$ cat src/shared/laser_cmd_pkg.sv
// Constants, opcodes and state type of the laser output command core.
// Assumes a parser outside that delivers decoded commands with integer parameters.
package laser_cmd_pkg;
   // ----------------------------------------
   // Timing
   // ----------------------------------------
   localparam int CLK_HZ      = 200_000_000;
   localparam int ARM_TIME_MS = 2000;
   localparam int ARM_CYCLES  = ARM_TIME_MS * (CLK_HZ / 1000);
   localparam int ARM_W       = 29;
   // ----------------------------------------
   // Limits and table
   // ----------------------------------------
   localparam logic [15:0] ABS_MAX_MA = 16'h1f40;
   localparam logic [5:0]  CAL_LAST   = 6'h31;
   localparam int          CAL_WORDS  = 100;
   localparam int          DIV_BITS   = 30;
   localparam int          FRAC_BITS  = 8;
   localparam int          MSG_LEN    = 8;
   // ----------------------------------------
   // Command codes on cmd_op_i
   // ----------------------------------------
   localparam logic [3:0] OP_NOP  = 4'h0;
   localparam logic [3:0] OP_ID   = 4'h1;
   localparam logic [3:0] OP_OUT  = 4'h2;
   localparam logic [3:0] OP_CUR  = 4'h3;
   localparam logic [3:0] OP_MAXC = 4'h4;
   localparam logic [3:0] OP_POW  = 4'h5;
   localparam logic [3:0] OP_MAXP = 4'h6;
   localparam logic [3:0] OP_CAL  = 4'h7;
   // ----------------------------------------
   // Output states and characters
   // ----------------------------------------
   localparam logic [1:0] OUT_OFF    = 2'h0;
   localparam logic [1:0] OUT_ARMED  = 2'h1;
   localparam logic [1:0] OUT_ACTIVE = 2'h2;
   localparam logic [7:0] CH_R  = 8'h52;
   localparam logic [7:0] CH_E  = 8'h65;
   localparam logic [7:0] CH_RR = 8'h72;
   localparam logic [7:0] CH_Q  = 8'h3f;
   localparam logic [7:0] CH_0  = 8'h30;
   localparam logic [7:0] CH_A  = 8'h41;
   localparam logic [7:0] CH_CR = 8'h0d;
   localparam logic [7:0] CH_LF = 8'h0a;

   typedef enum logic [2:0] {
      ST_IDLE, ST_EXEC, ST_DIV, ST_INTERP, ST_DEC, ST_CR, ST_LF, ST_EMIT
   } core_state_t;
endpackage

$ cat src/laser_output_command_core.sv
// Command execution core: decoded host commands in, ASCII acknowledge bytes out.
// Assumes a framing parser on sys_clk_i and a byte transmitter with valid/ready.
//
// Functional notes
// - No-op command answers with R and CR LF only.
// - Identity query takes no parameters, answers own address as two hex characters.
// - Output state holds 0 disabled, 1 enabled, 2 active emission.
// - Going 1 to 2 refused until two seconds after entering 1.
// - Changes 1 to 0, 2 to 0, 2 to 1 are immediate.
// - Output command without parameter reports present state.
// - A fault on fault_i forces output state to 0 by itself.
// - Output state is 0 after reset.
// - Current command picks channel, optional mA sets, else reports stored current.
// - Current above channel maximum current answers with error.
// - Current and power setpoints are zero after reset.
// - Each channel stores maximum current, set or reported like current.
// - Maximum current above absolute rating answers with error.
// - Power command picks channel, optional mW sets, else reports stored power.
// - Power above channel maximum power answers with error.
// - Setting power updates reported current; setting current leaves power.
// - Every answer starts with R and ends with CR LF.
// - Recognised command with bad parameters answers Rerr.
// - Power converts to current through 50-entry table with linear interpolation.
`timescale 1ns/1ps
module laser_output_command_core #(
   parameter int ARM_CYCLES = laser_cmd_pkg::ARM_CYCLES
) (
   input  wire logic        sys_clk_i,
   input  wire logic        rstn_i,
   input  wire logic [7:0]  own_id_i,
   input  wire logic        fault_i,
   input  wire logic        cmd_valid_i,
   input  wire logic [7:0]  cmd_addr_i,
   input  wire logic        cmd_known_i,
   input  wire logic [3:0]  cmd_op_i,
   input  wire logic [1:0]  cmd_nparam_i,
   input  wire logic [15:0] cmd_p0_i,
   input  wire logic [15:0] cmd_p1_i,
   input  wire logic [15:0] cmd_p2_i,
   input  wire logic        tx_ready_i,
   output logic             tx_valid_o,
   output logic [7:0]       tx_data_o,
   output logic             busy_o,
   output logic [1:0]       out_state_o,
   output logic             emit_en_o,
   output logic [15:0]      cur_set0_o,
   output logic [15:0]      cur_set1_o
);
   // ----------------------------------------
   // Elaboration check
   // ----------------------------------------
   if (ARM_CYCLES < 1 || ARM_CYCLES >= 2 ** laser_cmd_pkg::ARM_W) begin : g_bad_arm
      $error("ARM_CYCLES out of range");
   end

   // ----------------------------------------
   // Functions
   // ----------------------------------------
   function automatic logic [7:0] hex_char(input logic [3:0] n);
      hex_char = (n < 4'ha) ? laser_cmd_pkg::CH_0 + {4'h0, n}
                            : laser_cmd_pkg::CH_A + {4'h0, n - 4'ha};
   endfunction

   function automatic logic [15:0] pow10(input logic [2:0] d);
      case (d)
         3'h0:    pow10 = 16'h2710;
         3'h1:    pow10 = 16'h03e8;
         3'h2:    pow10 = 16'h0064;
         3'h3:    pow10 = 16'h000a;
         default: pow10 = 16'h0001;
      endcase
   endfunction

   function automatic logic [6:0] cal_addr(input logic ch, input logic [5:0] step);
      cal_addr = ch ? 7'h32 + {1'b0, step} : {1'b0, step};
   endfunction

   // ----------------------------------------
   // Storage
   // ----------------------------------------
   laser_cmd_pkg::core_state_t state_reg;
   logic [7:0]  id_s1_reg, id_s2_reg;
   logic        fault_s1_reg, fault_s2_reg;
   logic        known_reg;
   logic [3:0]  op_reg;
   logic [1:0]  np_reg;
   logic [15:0] p0_reg, p1_reg, p2_reg;
   logic [1:0]  out_reg;
   logic [laser_cmd_pkg::ARM_W-1:0] arm_cnt_reg;
   logic [15:0] cur_reg  [2];
   logic [15:0] maxc_reg [2];
   logic [15:0] pow_reg  [2];
   logic [15:0] maxp_reg [2];
   logic [15:0] cal_mem  [laser_cmd_pkg::CAL_WORDS];
   logic [7:0]  msg_reg  [laser_cmd_pkg::MSG_LEN];
   logic [3:0]  len_reg, pos_reg;
   logic [15:0] val_reg;
   logic [3:0]  dig_reg;
   logic [2:0]  dpos_reg;
   logic        lead_reg;
   logic [laser_cmd_pkg::DIV_BITS-1:0] quo_reg;
   logic [16:0] rem_reg;
   logic [4:0]  dcnt_reg;
   logic        tx_valid_reg;
   logic [7:0]  tx_data_reg;
   logic        busy_reg;
   // Registered twin of state 2 so the enable pin comes straight from a flop
   logic        emit_reg;

   // ----------------------------------------
   // Command decode
   // ----------------------------------------
   wire        addr_hit = (cmd_addr_i == id_s2_reg) || (cmd_addr_i == 8'h00);
   wire        ch       = p0_reg[0];
   wire        ch_ok    = p0_reg <= 16'h0001;
   wire        is_query = np_reg == 2'h1;
   wire        is_set   = np_reg == 2'h2;
   wire        armed    = arm_cnt_reg == laser_cmd_pkg::ARM_W'(ARM_CYCLES);
   wire [6:0]  cal_wr_a = cal_addr(ch, p1_reg[5:0]);
   wire        step_ok  = p1_reg <= {10'h000, laser_cmd_pkg::CAL_LAST};

   // Target 1 from anywhere, 2 only from 2 or an armed 1, never while faulted
   wire out_to_ok = (p0_reg == {14'h0, laser_cmd_pkg::OUT_OFF})
      || (!fault_s2_reg && p0_reg == {14'h0, laser_cmd_pkg::OUT_ARMED})
      || (!fault_s2_reg && p0_reg == {14'h0, laser_cmd_pkg::OUT_ACTIVE}
          && (out_reg == laser_cmd_pkg::OUT_ACTIVE
              || (out_reg == laser_cmd_pkg::OUT_ARMED && armed)));
   wire chan_np_ok = (is_query || is_set) && ch_ok;

   logic        exec_err;
   logic        exec_val;
   logic [15:0] exec_q;
   always_comb begin
      exec_err = 1'b0;
      exec_val = 1'b0;
      exec_q   = 16'h0000;
      case (op_reg)
         laser_cmd_pkg::OP_NOP: exec_err = np_reg != 2'h0;
         laser_cmd_pkg::OP_ID:  exec_err = np_reg != 2'h0;
         laser_cmd_pkg::OP_OUT: begin
            exec_err = np_reg > 2'h1 || (np_reg == 2'h1 && !out_to_ok);
            exec_val = np_reg == 2'h0;
            exec_q   = {14'h0, out_reg};
         end
         laser_cmd_pkg::OP_CUR: begin
            exec_err = !chan_np_ok || (is_set && p1_reg > maxc_reg[ch]);
            exec_val = is_query;
            exec_q   = cur_reg[ch];
         end
         laser_cmd_pkg::OP_MAXC: begin
            exec_err = !chan_np_ok || (is_set && p1_reg > laser_cmd_pkg::ABS_MAX_MA);
            exec_val = is_query;
            exec_q   = maxc_reg[ch];
         end
         laser_cmd_pkg::OP_POW: begin
            exec_err = !chan_np_ok || (is_set && p1_reg > maxp_reg[ch]);
            exec_val = is_query;
            exec_q   = pow_reg[ch];
         end
         laser_cmd_pkg::OP_MAXP: begin
            exec_err = !chan_np_ok;
            exec_val = is_query;
            exec_q   = maxp_reg[ch];
         end
         laser_cmd_pkg::OP_CAL: begin
            exec_err = np_reg < 2'h2 || !ch_ok || !step_ok;
            exec_val = np_reg == 2'h2;
            exec_q   = cal_mem[cal_wr_a];
         end
         default: exec_err = 1'b1;
      endcase
   end

   // ----------------------------------------
   // Power to current
   // ----------------------------------------
   // Scaled position 49*256*p/pmax: integer part is the step, low byte the fraction
   wire [laser_cmd_pkg::DIV_BITS-1:0] div_num =
      laser_cmd_pkg::DIV_BITS'(p1_reg) * laser_cmd_pkg::DIV_BITS'(16'h3100);
   wire [16:0] rem_sh   = {rem_reg[15:0], quo_reg[laser_cmd_pkg::DIV_BITS-1]};
   wire        rem_ge   = rem_sh >= {1'b0, maxp_reg[ch]};
   wire [5:0]  idx      = quo_reg[13:8];
   wire [6:0]  lo_a     = cal_addr(ch, idx);
   wire [6:0]  hi_a     = cal_addr(ch, (idx >= laser_cmd_pkg::CAL_LAST) ? idx : idx + 6'h01);
   wire [15:0] lo_v     = cal_mem[lo_a];
   wire signed [16:0] diff = $signed({1'b0, cal_mem[hi_a]}) - $signed({1'b0, lo_v});
   wire signed [25:0] prod = diff * $signed({1'b0, quo_reg[7:0]});
   wire signed [17:0] interp = $signed({2'b00, lo_v}) + prod[25:8];
   wire [15:0] pw       = pow10(dpos_reg);

   // ----------------------------------------
   // Sequencer
   // ----------------------------------------
   always_ff @(posedge sys_clk_i or negedge rstn_i) begin
      if (!rstn_i) begin
         state_reg    <= laser_cmd_pkg::ST_IDLE;
         id_s1_reg    <= 8'h00;
         id_s2_reg    <= 8'h00;
         fault_s1_reg <= 1'b0;
         fault_s2_reg <= 1'b0;
         known_reg    <= 1'b0;
         op_reg       <= 4'h0;
         np_reg       <= 2'h0;
         p0_reg       <= 16'h0000;
         p1_reg       <= 16'h0000;
         p2_reg       <= 16'h0000;
         out_reg      <= laser_cmd_pkg::OUT_OFF;
         emit_reg     <= 1'b0;
         arm_cnt_reg  <= '0;
         for (int i = 0; i < 2; i++) begin
            cur_reg[i]  <= 16'h0000;
            pow_reg[i]  <= 16'h0000;
            maxc_reg[i] <= 16'h0000;
            maxp_reg[i] <= 16'h0000;
         end
         for (int i = 0; i < laser_cmd_pkg::MSG_LEN; i++) begin
            msg_reg[i] <= 8'h00;
         end
         len_reg      <= 4'h0;
         pos_reg      <= 4'h0;
         val_reg      <= 16'h0000;
         dig_reg      <= 4'h0;
         dpos_reg     <= 3'h0;
         lead_reg     <= 1'b0;
         quo_reg      <= '0;
         rem_reg      <= 17'h00000;
         dcnt_reg     <= 5'h00;
         tx_valid_reg <= 1'b0;
         tx_data_reg  <= 8'h00;
         busy_reg     <= 1'b0;
      end else begin
         id_s1_reg    <= own_id_i;
         id_s2_reg    <= id_s1_reg;
         fault_s1_reg <= fault_i;
         fault_s2_reg <= fault_s1_reg;
         // Arming timer restarts on every entry to 1, whether from 0 or from 2
         if (out_reg != laser_cmd_pkg::OUT_ARMED) begin
            arm_cnt_reg <= '0;
         end else if (!armed) begin
            arm_cnt_reg <= arm_cnt_reg + 1'b1;
         end
         if (fault_s2_reg) begin
            out_reg  <= laser_cmd_pkg::OUT_OFF;
            emit_reg <= 1'b0;
         end
         case (state_reg)
            laser_cmd_pkg::ST_IDLE: begin
               if (cmd_valid_i && addr_hit) begin
                  known_reg <= cmd_known_i;
                  op_reg    <= cmd_op_i;
                  np_reg    <= cmd_nparam_i;
                  p0_reg    <= cmd_p0_i;
                  p1_reg    <= cmd_p1_i;
                  p2_reg    <= cmd_p2_i;
                  busy_reg  <= 1'b1;
                  state_reg <= laser_cmd_pkg::ST_EXEC;
               end
            end
            laser_cmd_pkg::ST_EXEC: begin
               msg_reg[0] <= laser_cmd_pkg::CH_R;
               len_reg    <= 4'h1;
               state_reg  <= laser_cmd_pkg::ST_CR;
               if (!known_reg) begin
                  msg_reg[1] <= laser_cmd_pkg::CH_Q;
                  msg_reg[2] <= laser_cmd_pkg::CH_Q;
                  msg_reg[3] <= laser_cmd_pkg::CH_Q;
                  len_reg    <= 4'h4;
               end else if (exec_err) begin
                  msg_reg[1] <= laser_cmd_pkg::CH_E;
                  msg_reg[2] <= laser_cmd_pkg::CH_RR;
                  msg_reg[3] <= laser_cmd_pkg::CH_RR;
                  len_reg    <= 4'h4;
               end else if (exec_val) begin
                  val_reg   <= exec_q;
                  dig_reg   <= 4'h0;
                  dpos_reg  <= 3'h0;
                  lead_reg  <= 1'b0;
                  state_reg <= laser_cmd_pkg::ST_DEC;
               end else begin
                  case (op_reg)
                     laser_cmd_pkg::OP_ID: begin
                        msg_reg[1] <= hex_char(id_s2_reg[7:4]);
                        msg_reg[2] <= hex_char(id_s2_reg[3:0]);
                        len_reg    <= 4'h3;
                     end
                     laser_cmd_pkg::OP_OUT: begin
                        out_reg  <= p0_reg[1:0];
                        emit_reg <= p0_reg[1:0] == laser_cmd_pkg::OUT_ACTIVE;
                     end
                     laser_cmd_pkg::OP_CUR:  cur_reg[ch] <= p1_reg;
                     laser_cmd_pkg::OP_MAXC: maxc_reg[ch] <= p1_reg;
                     laser_cmd_pkg::OP_MAXP: maxp_reg[ch] <= p1_reg;
                     laser_cmd_pkg::OP_CAL:  cal_mem[cal_wr_a] <= p2_reg;
                     laser_cmd_pkg::OP_POW: begin
                        pow_reg[ch] <= p1_reg;
                        quo_reg     <= (maxp_reg[ch] == 16'h0000) ? '0 : div_num;
                        rem_reg     <= 17'h00000;
                        dcnt_reg    <= 5'h00;
                        state_reg   <= (maxp_reg[ch] == 16'h0000) ? laser_cmd_pkg::ST_INTERP
                                                                  : laser_cmd_pkg::ST_DIV;
                     end
                     default: ;
                  endcase
               end
            end
            laser_cmd_pkg::ST_DIV: begin
               rem_reg  <= rem_ge ? rem_sh - {1'b0, maxp_reg[ch]} : rem_sh;
               quo_reg  <= {quo_reg[laser_cmd_pkg::DIV_BITS-2:0], rem_ge};
               dcnt_reg <= dcnt_reg + 5'h01;
               if (dcnt_reg == 5'(laser_cmd_pkg::DIV_BITS - 1)) begin
                  state_reg <= laser_cmd_pkg::ST_INTERP;
               end
            end
            laser_cmd_pkg::ST_INTERP: begin
               cur_reg[ch] <= interp[15:0];
               state_reg   <= laser_cmd_pkg::ST_CR;
            end
            laser_cmd_pkg::ST_DEC: begin
               if (val_reg >= pw) begin
                  val_reg <= val_reg - pw;
                  dig_reg <= dig_reg + 4'h1;
               end else begin
                  // Leading zeros dropped, a lone zero still printed
                  if (dig_reg != 4'h0 || lead_reg || dpos_reg == 3'h4) begin
                     msg_reg[len_reg[2:0]] <= laser_cmd_pkg::CH_0 + {4'h0, dig_reg};
                     len_reg               <= len_reg + 4'h1;
                     lead_reg              <= 1'b1;
                  end
                  dig_reg  <= 4'h0;
                  dpos_reg <= dpos_reg + 3'h1;
                  if (dpos_reg == 3'h4) begin
                     state_reg <= laser_cmd_pkg::ST_CR;
                  end
               end
            end
            laser_cmd_pkg::ST_CR: begin
               msg_reg[len_reg[2:0]] <= laser_cmd_pkg::CH_CR;
               len_reg               <= len_reg + 4'h1;
               state_reg             <= laser_cmd_pkg::ST_LF;
            end
            laser_cmd_pkg::ST_LF: begin
               msg_reg[len_reg[2:0]] <= laser_cmd_pkg::CH_LF;
               len_reg               <= len_reg + 4'h1;
               pos_reg               <= 4'h0;
               state_reg             <= laser_cmd_pkg::ST_EMIT;
            end
            laser_cmd_pkg::ST_EMIT: begin
               if (!tx_valid_reg || tx_ready_i) begin
                  if (pos_reg == len_reg) begin
                     tx_valid_reg <= 1'b0;
                     busy_reg     <= 1'b0;
                     state_reg    <= laser_cmd_pkg::ST_IDLE;
                  end else begin
                     tx_valid_reg <= 1'b1;
                     tx_data_reg  <= msg_reg[pos_reg[2:0]];
                     pos_reg      <= pos_reg + 4'h1;
                  end
               end
            end
            default: state_reg <= laser_cmd_pkg::ST_IDLE;
         endcase
      end
   end

   // ----------------------------------------
   // Outputs
   // ----------------------------------------
   assign tx_valid_o  = tx_valid_reg;
   assign tx_data_o   = tx_data_reg;
   assign busy_o      = busy_reg;
   assign out_state_o = out_reg;
   assign emit_en_o   = emit_reg;
   assign cur_set0_o  = cur_reg[0];
   assign cur_set1_o  = cur_reg[1];
endmodule

$ cat config.mk
export PLATFORM = sky130hd
export DESIGN_NAME = laser_output_command_core
export DESIGN_NICKNAME = d
export VERILOG_FILES = /design/src/shared/laser_cmd_pkg.sv /design/src/laser_output_command_core.sv
export SDC_FILE = /design/constraint.sdc
export NUM_CORES = 2
export LEC_CHECK = 0
export BUFFER_PORTS_ARGS = -buffer_cell sky130_fd_sc_hd__buf_2
export CORE_MARGIN = 2
export CORE_UTILIZATION = 30
export CTS_BUF_LIST = sky130_fd_sc_hd__clkbuf_8
export CTS_CLUSTER_DIAMETER = 100
export DETAILED_ROUTE_END_ITERATION = 12
export PLACE_DENSITY = 0.53
export RECOVER_POWER = 100
export SYNTH_ARGS = -nofsm -noshare
export SYNTH_HDL_FRONTEND = slang
export SYNTH_SLANG_ARGS = --single-unit
export TNS_END_PERCENT = 50
$ cat constraint.sdc
create_clock -name sys_clk_i -period 31.3 [get_ports sys_clk_i]
set_input_delay 4.695 -clock sys_clk_i [delete_from_list [all_inputs] [get_ports sys_clk_i]]
set_output_delay 4.695 -clock sys_clk_i [all_outputs]
set_load 0.005 [all_outputs]
==> flow_summary.toml <==
[run_status]
status = "complete, but fails checks"
violations = "max-capacitance violations, max-slew violations"

[worst_setup_path]
r2r-start = "quo_reg[8]"
worst-path-buf-inv = 9
crit_type = "reg2reg"
endpoint = "cur_set0_o[15]"
worstSetupEndpointType = "flip-flop"
timing.rr.end = "cur_set0_o[15]"
cp_max_fo = 45
arrival_ps = 23530
cpLargestDelayFamily = "buffers and inverters"
cp_data_required_time_ps = 32280
cp.depth = 53
crit_path_start = "quo_reg[8]"
critPathMaxStageDelay_ps = 3190
r2r_setup_slack_ps = 8750
critPathLaunchType = "flip-flop"
r2r_cells = 53
cp_slowest_cell = "clkbuf_1"

[logic_synthesis]
synth_area_leader_cell = "edfxtp_1"
postSynthCellCount = 8500
synthMuxAreaShare = 0.223
synth-async-reset-ratio = 0.197
synth-seq-cells = 1993
synth_top_family_by_area = "multiplexers"
yosysWarnings = 0
synth_top_area_share = 0.422
synthAdderAreaFrac = 0.0459
ys_types = 91
ys_seq_area_frac = 0.508
synth-simple-area-share = 0.0802
yosysMostFrequentCell = "edfxtp_1"
synth-compound-area-share = 0.101
synth_xor_area_frac = 0.0108
synth_edf_count = 1600
yosys-top-cells-count = "edfxtp_1, nand2_1, mux4_2"
syn_area_um2 = 114000
synthFlopType = "edfxtp_1"
postSynthAreaPerCell_um2 = 13.4
synth_nets = 8924
synthTopCellsByArea = "edfxtp_1, mux4_2, dfrtp_1"

[grt]
grt_remaining_overflow = 0
antenna_found_initial = 39
grt_max_degree = 115
grt_pass1_wl_um = 663000
grt_pass1_vias = 84900
grt.total_usage = 0.242

[die]
dieArea_um2 = 385000
core_um2 = 379000
start_util = 0.301
die_h_um = 620
ioPinCount = 121
fp.dieW_um = 620
rows = 226

[clocking]
clock_sinks = 1993
cts_root_buf = "clkbuf_8"
clock_latency_ps = 1140
path_clk_slew_ps = 60
cts_setup_buffers = 0
hold_buffers = 0
cts_resized = 0
clockBufferDepth = 4
cts_inserted_buffers = 358
cts_max_level = 5
tritoncts = "yes"

[route]
wirelength_met1_um = 171000
routedWlPerCell_um = 34.3
met2WireLength_um = 205000
route.final.wire_length_um = 477000
wl_met3_um = 63800
drtIter0Drc = 13300
post-route-drc-count = 0
final_antenna_net_count = 0
highest_layer = "met5"
via_per_inst = 6.18
vias = 85900
dr.pass1.iters = 10

[layout]
nets = 8997
multi_input_area_um2 = 52800
largest_reg_flops = 1600
nFillCells = 36900
register_area_um2 = 57900
drive_above_1_share = 0.221
area_delta_synth_final_pct = 12.0

[sta]
period_share = 0.721
setup_violations = 0
finalSetupTns_ps = 0
rsz0062_at_grt = "no"
fmax_mhz = 44.3
tightest_slew_ps = 6000
fin_crit_ps = 22550
hold_viol_final = 0
relSlewSlack = -3.00
slew_viol_final = 3842
skew_ps = 151

[placed_design]
dpl.hpwl_um = 294000
finalWeightedCongestion = 0.970
port-buffer-count = 120

[run]
max-cap-violations = 135

[hold_path]
worstHoldPathType = "reg2reg"
## worst register-to-register path, delay by kind of cell, from the launching register on
family,cells,cell delay (ps)
buffers and inverters,9,9370
AO/OA/AOI/OAI,18,4050
adder cells (fa/ha/maj),8,3390
multiplexers,3,1790
AND/OR/NAND/NOR,11,1780
XOR/XNOR,4,1070
flip-flops,1,1040
## logic make-up after synthesis
kind of cell / Yosys count
AND/OR/NAND/NOR: 2049
flip-flops: 1993
AO/OA/AOI/OAI: 1646
multiplexers: 1404
buffers and inverters: 920
adder cells (fa/ha/maj): 348
XOR/XNOR: 140
## through the flow
stage | hold slack [ps] | instances | setup slack [ps] | utilization | cell area, um2
CTS | 350 | 13900 | 14480 | 0.340 | 129000
global placement | 337 | 13200 | 14530 | 0.321 | 121000
floorplan | 331 | 8500 | 18460 | - | 114000
detailed placement | 337 | 13200 | 14600 | 0.321 | 121000
finish | 349 | 13900 | 8750 | 0.337 | 128000
global route | 367 | 13900 | 7070 | 0.337 | 128000
## per-layer routing
metal,GRT usage,vias to the layer above
met2,0.359,6603
met1,0.302,43800
li1,-,33800
met5,0,-
met4,0.158,24
met3,0.0794,1673
## layout by cell type (no fill, tap or decap), types with 73 or more instances in the layout
cell type and count:
clkbuf_8 378, mux4_2 880, nor2_1 369, buf_2 79, a31oi_1 87, nand4_1 73, edfxtp_1 1600, clkbuf_1 87
a221oi_1 99, fa_1 117, nand2_1 986, mux2i_1 264, clkinv_1 74, nand3_1 182, a22oi_1 432, buf_4 180
and2_1 85, dfrtp_1 390, ha_1 230, a21oi_1 290, nor3_1 89, o21ai_0 226, mux2_2 252, inv_1 363
## worst min-delay path by stage
| stage | from | end | slack (ps) | depth (start not counted) |
|---|---|---|---|---|
| finish | id_s1_reg[6] | id_s2_reg[6] | 350 | 0 |
| detailed placement | id_s1_reg[6] | id_s2_reg[6] | 340 | 0 |
| CTS | id_s1_reg[6] | id_s2_reg[6] | 350 | 0 |
| global placement | id_s1_reg[7] | id_s2_reg[7] | 340 | 0 |
| floorplan | fault_s1_reg | fault_s2_reg | 330 | 0 |
| global route | id_s1_reg[6] | id_s2_reg[6] | 370 | 0 |
## area by class of cell
type / instances / area share
sequential: 1993 / 0.453
multi-input combinational: 5587 / 0.414
tap: 5016 / 0.0492
clock buffer: 378 / 0.0408
timing repair buffer: 368 / 0.0196
clock inverter: 269 / 0.0152
inverter: 265 / 0.00780
antenna: 19 / 0.000372
Power is left out: the tool's default activity adds up to more than one toggle a clock period on the data nets, which glitch-free logic cannot reach.
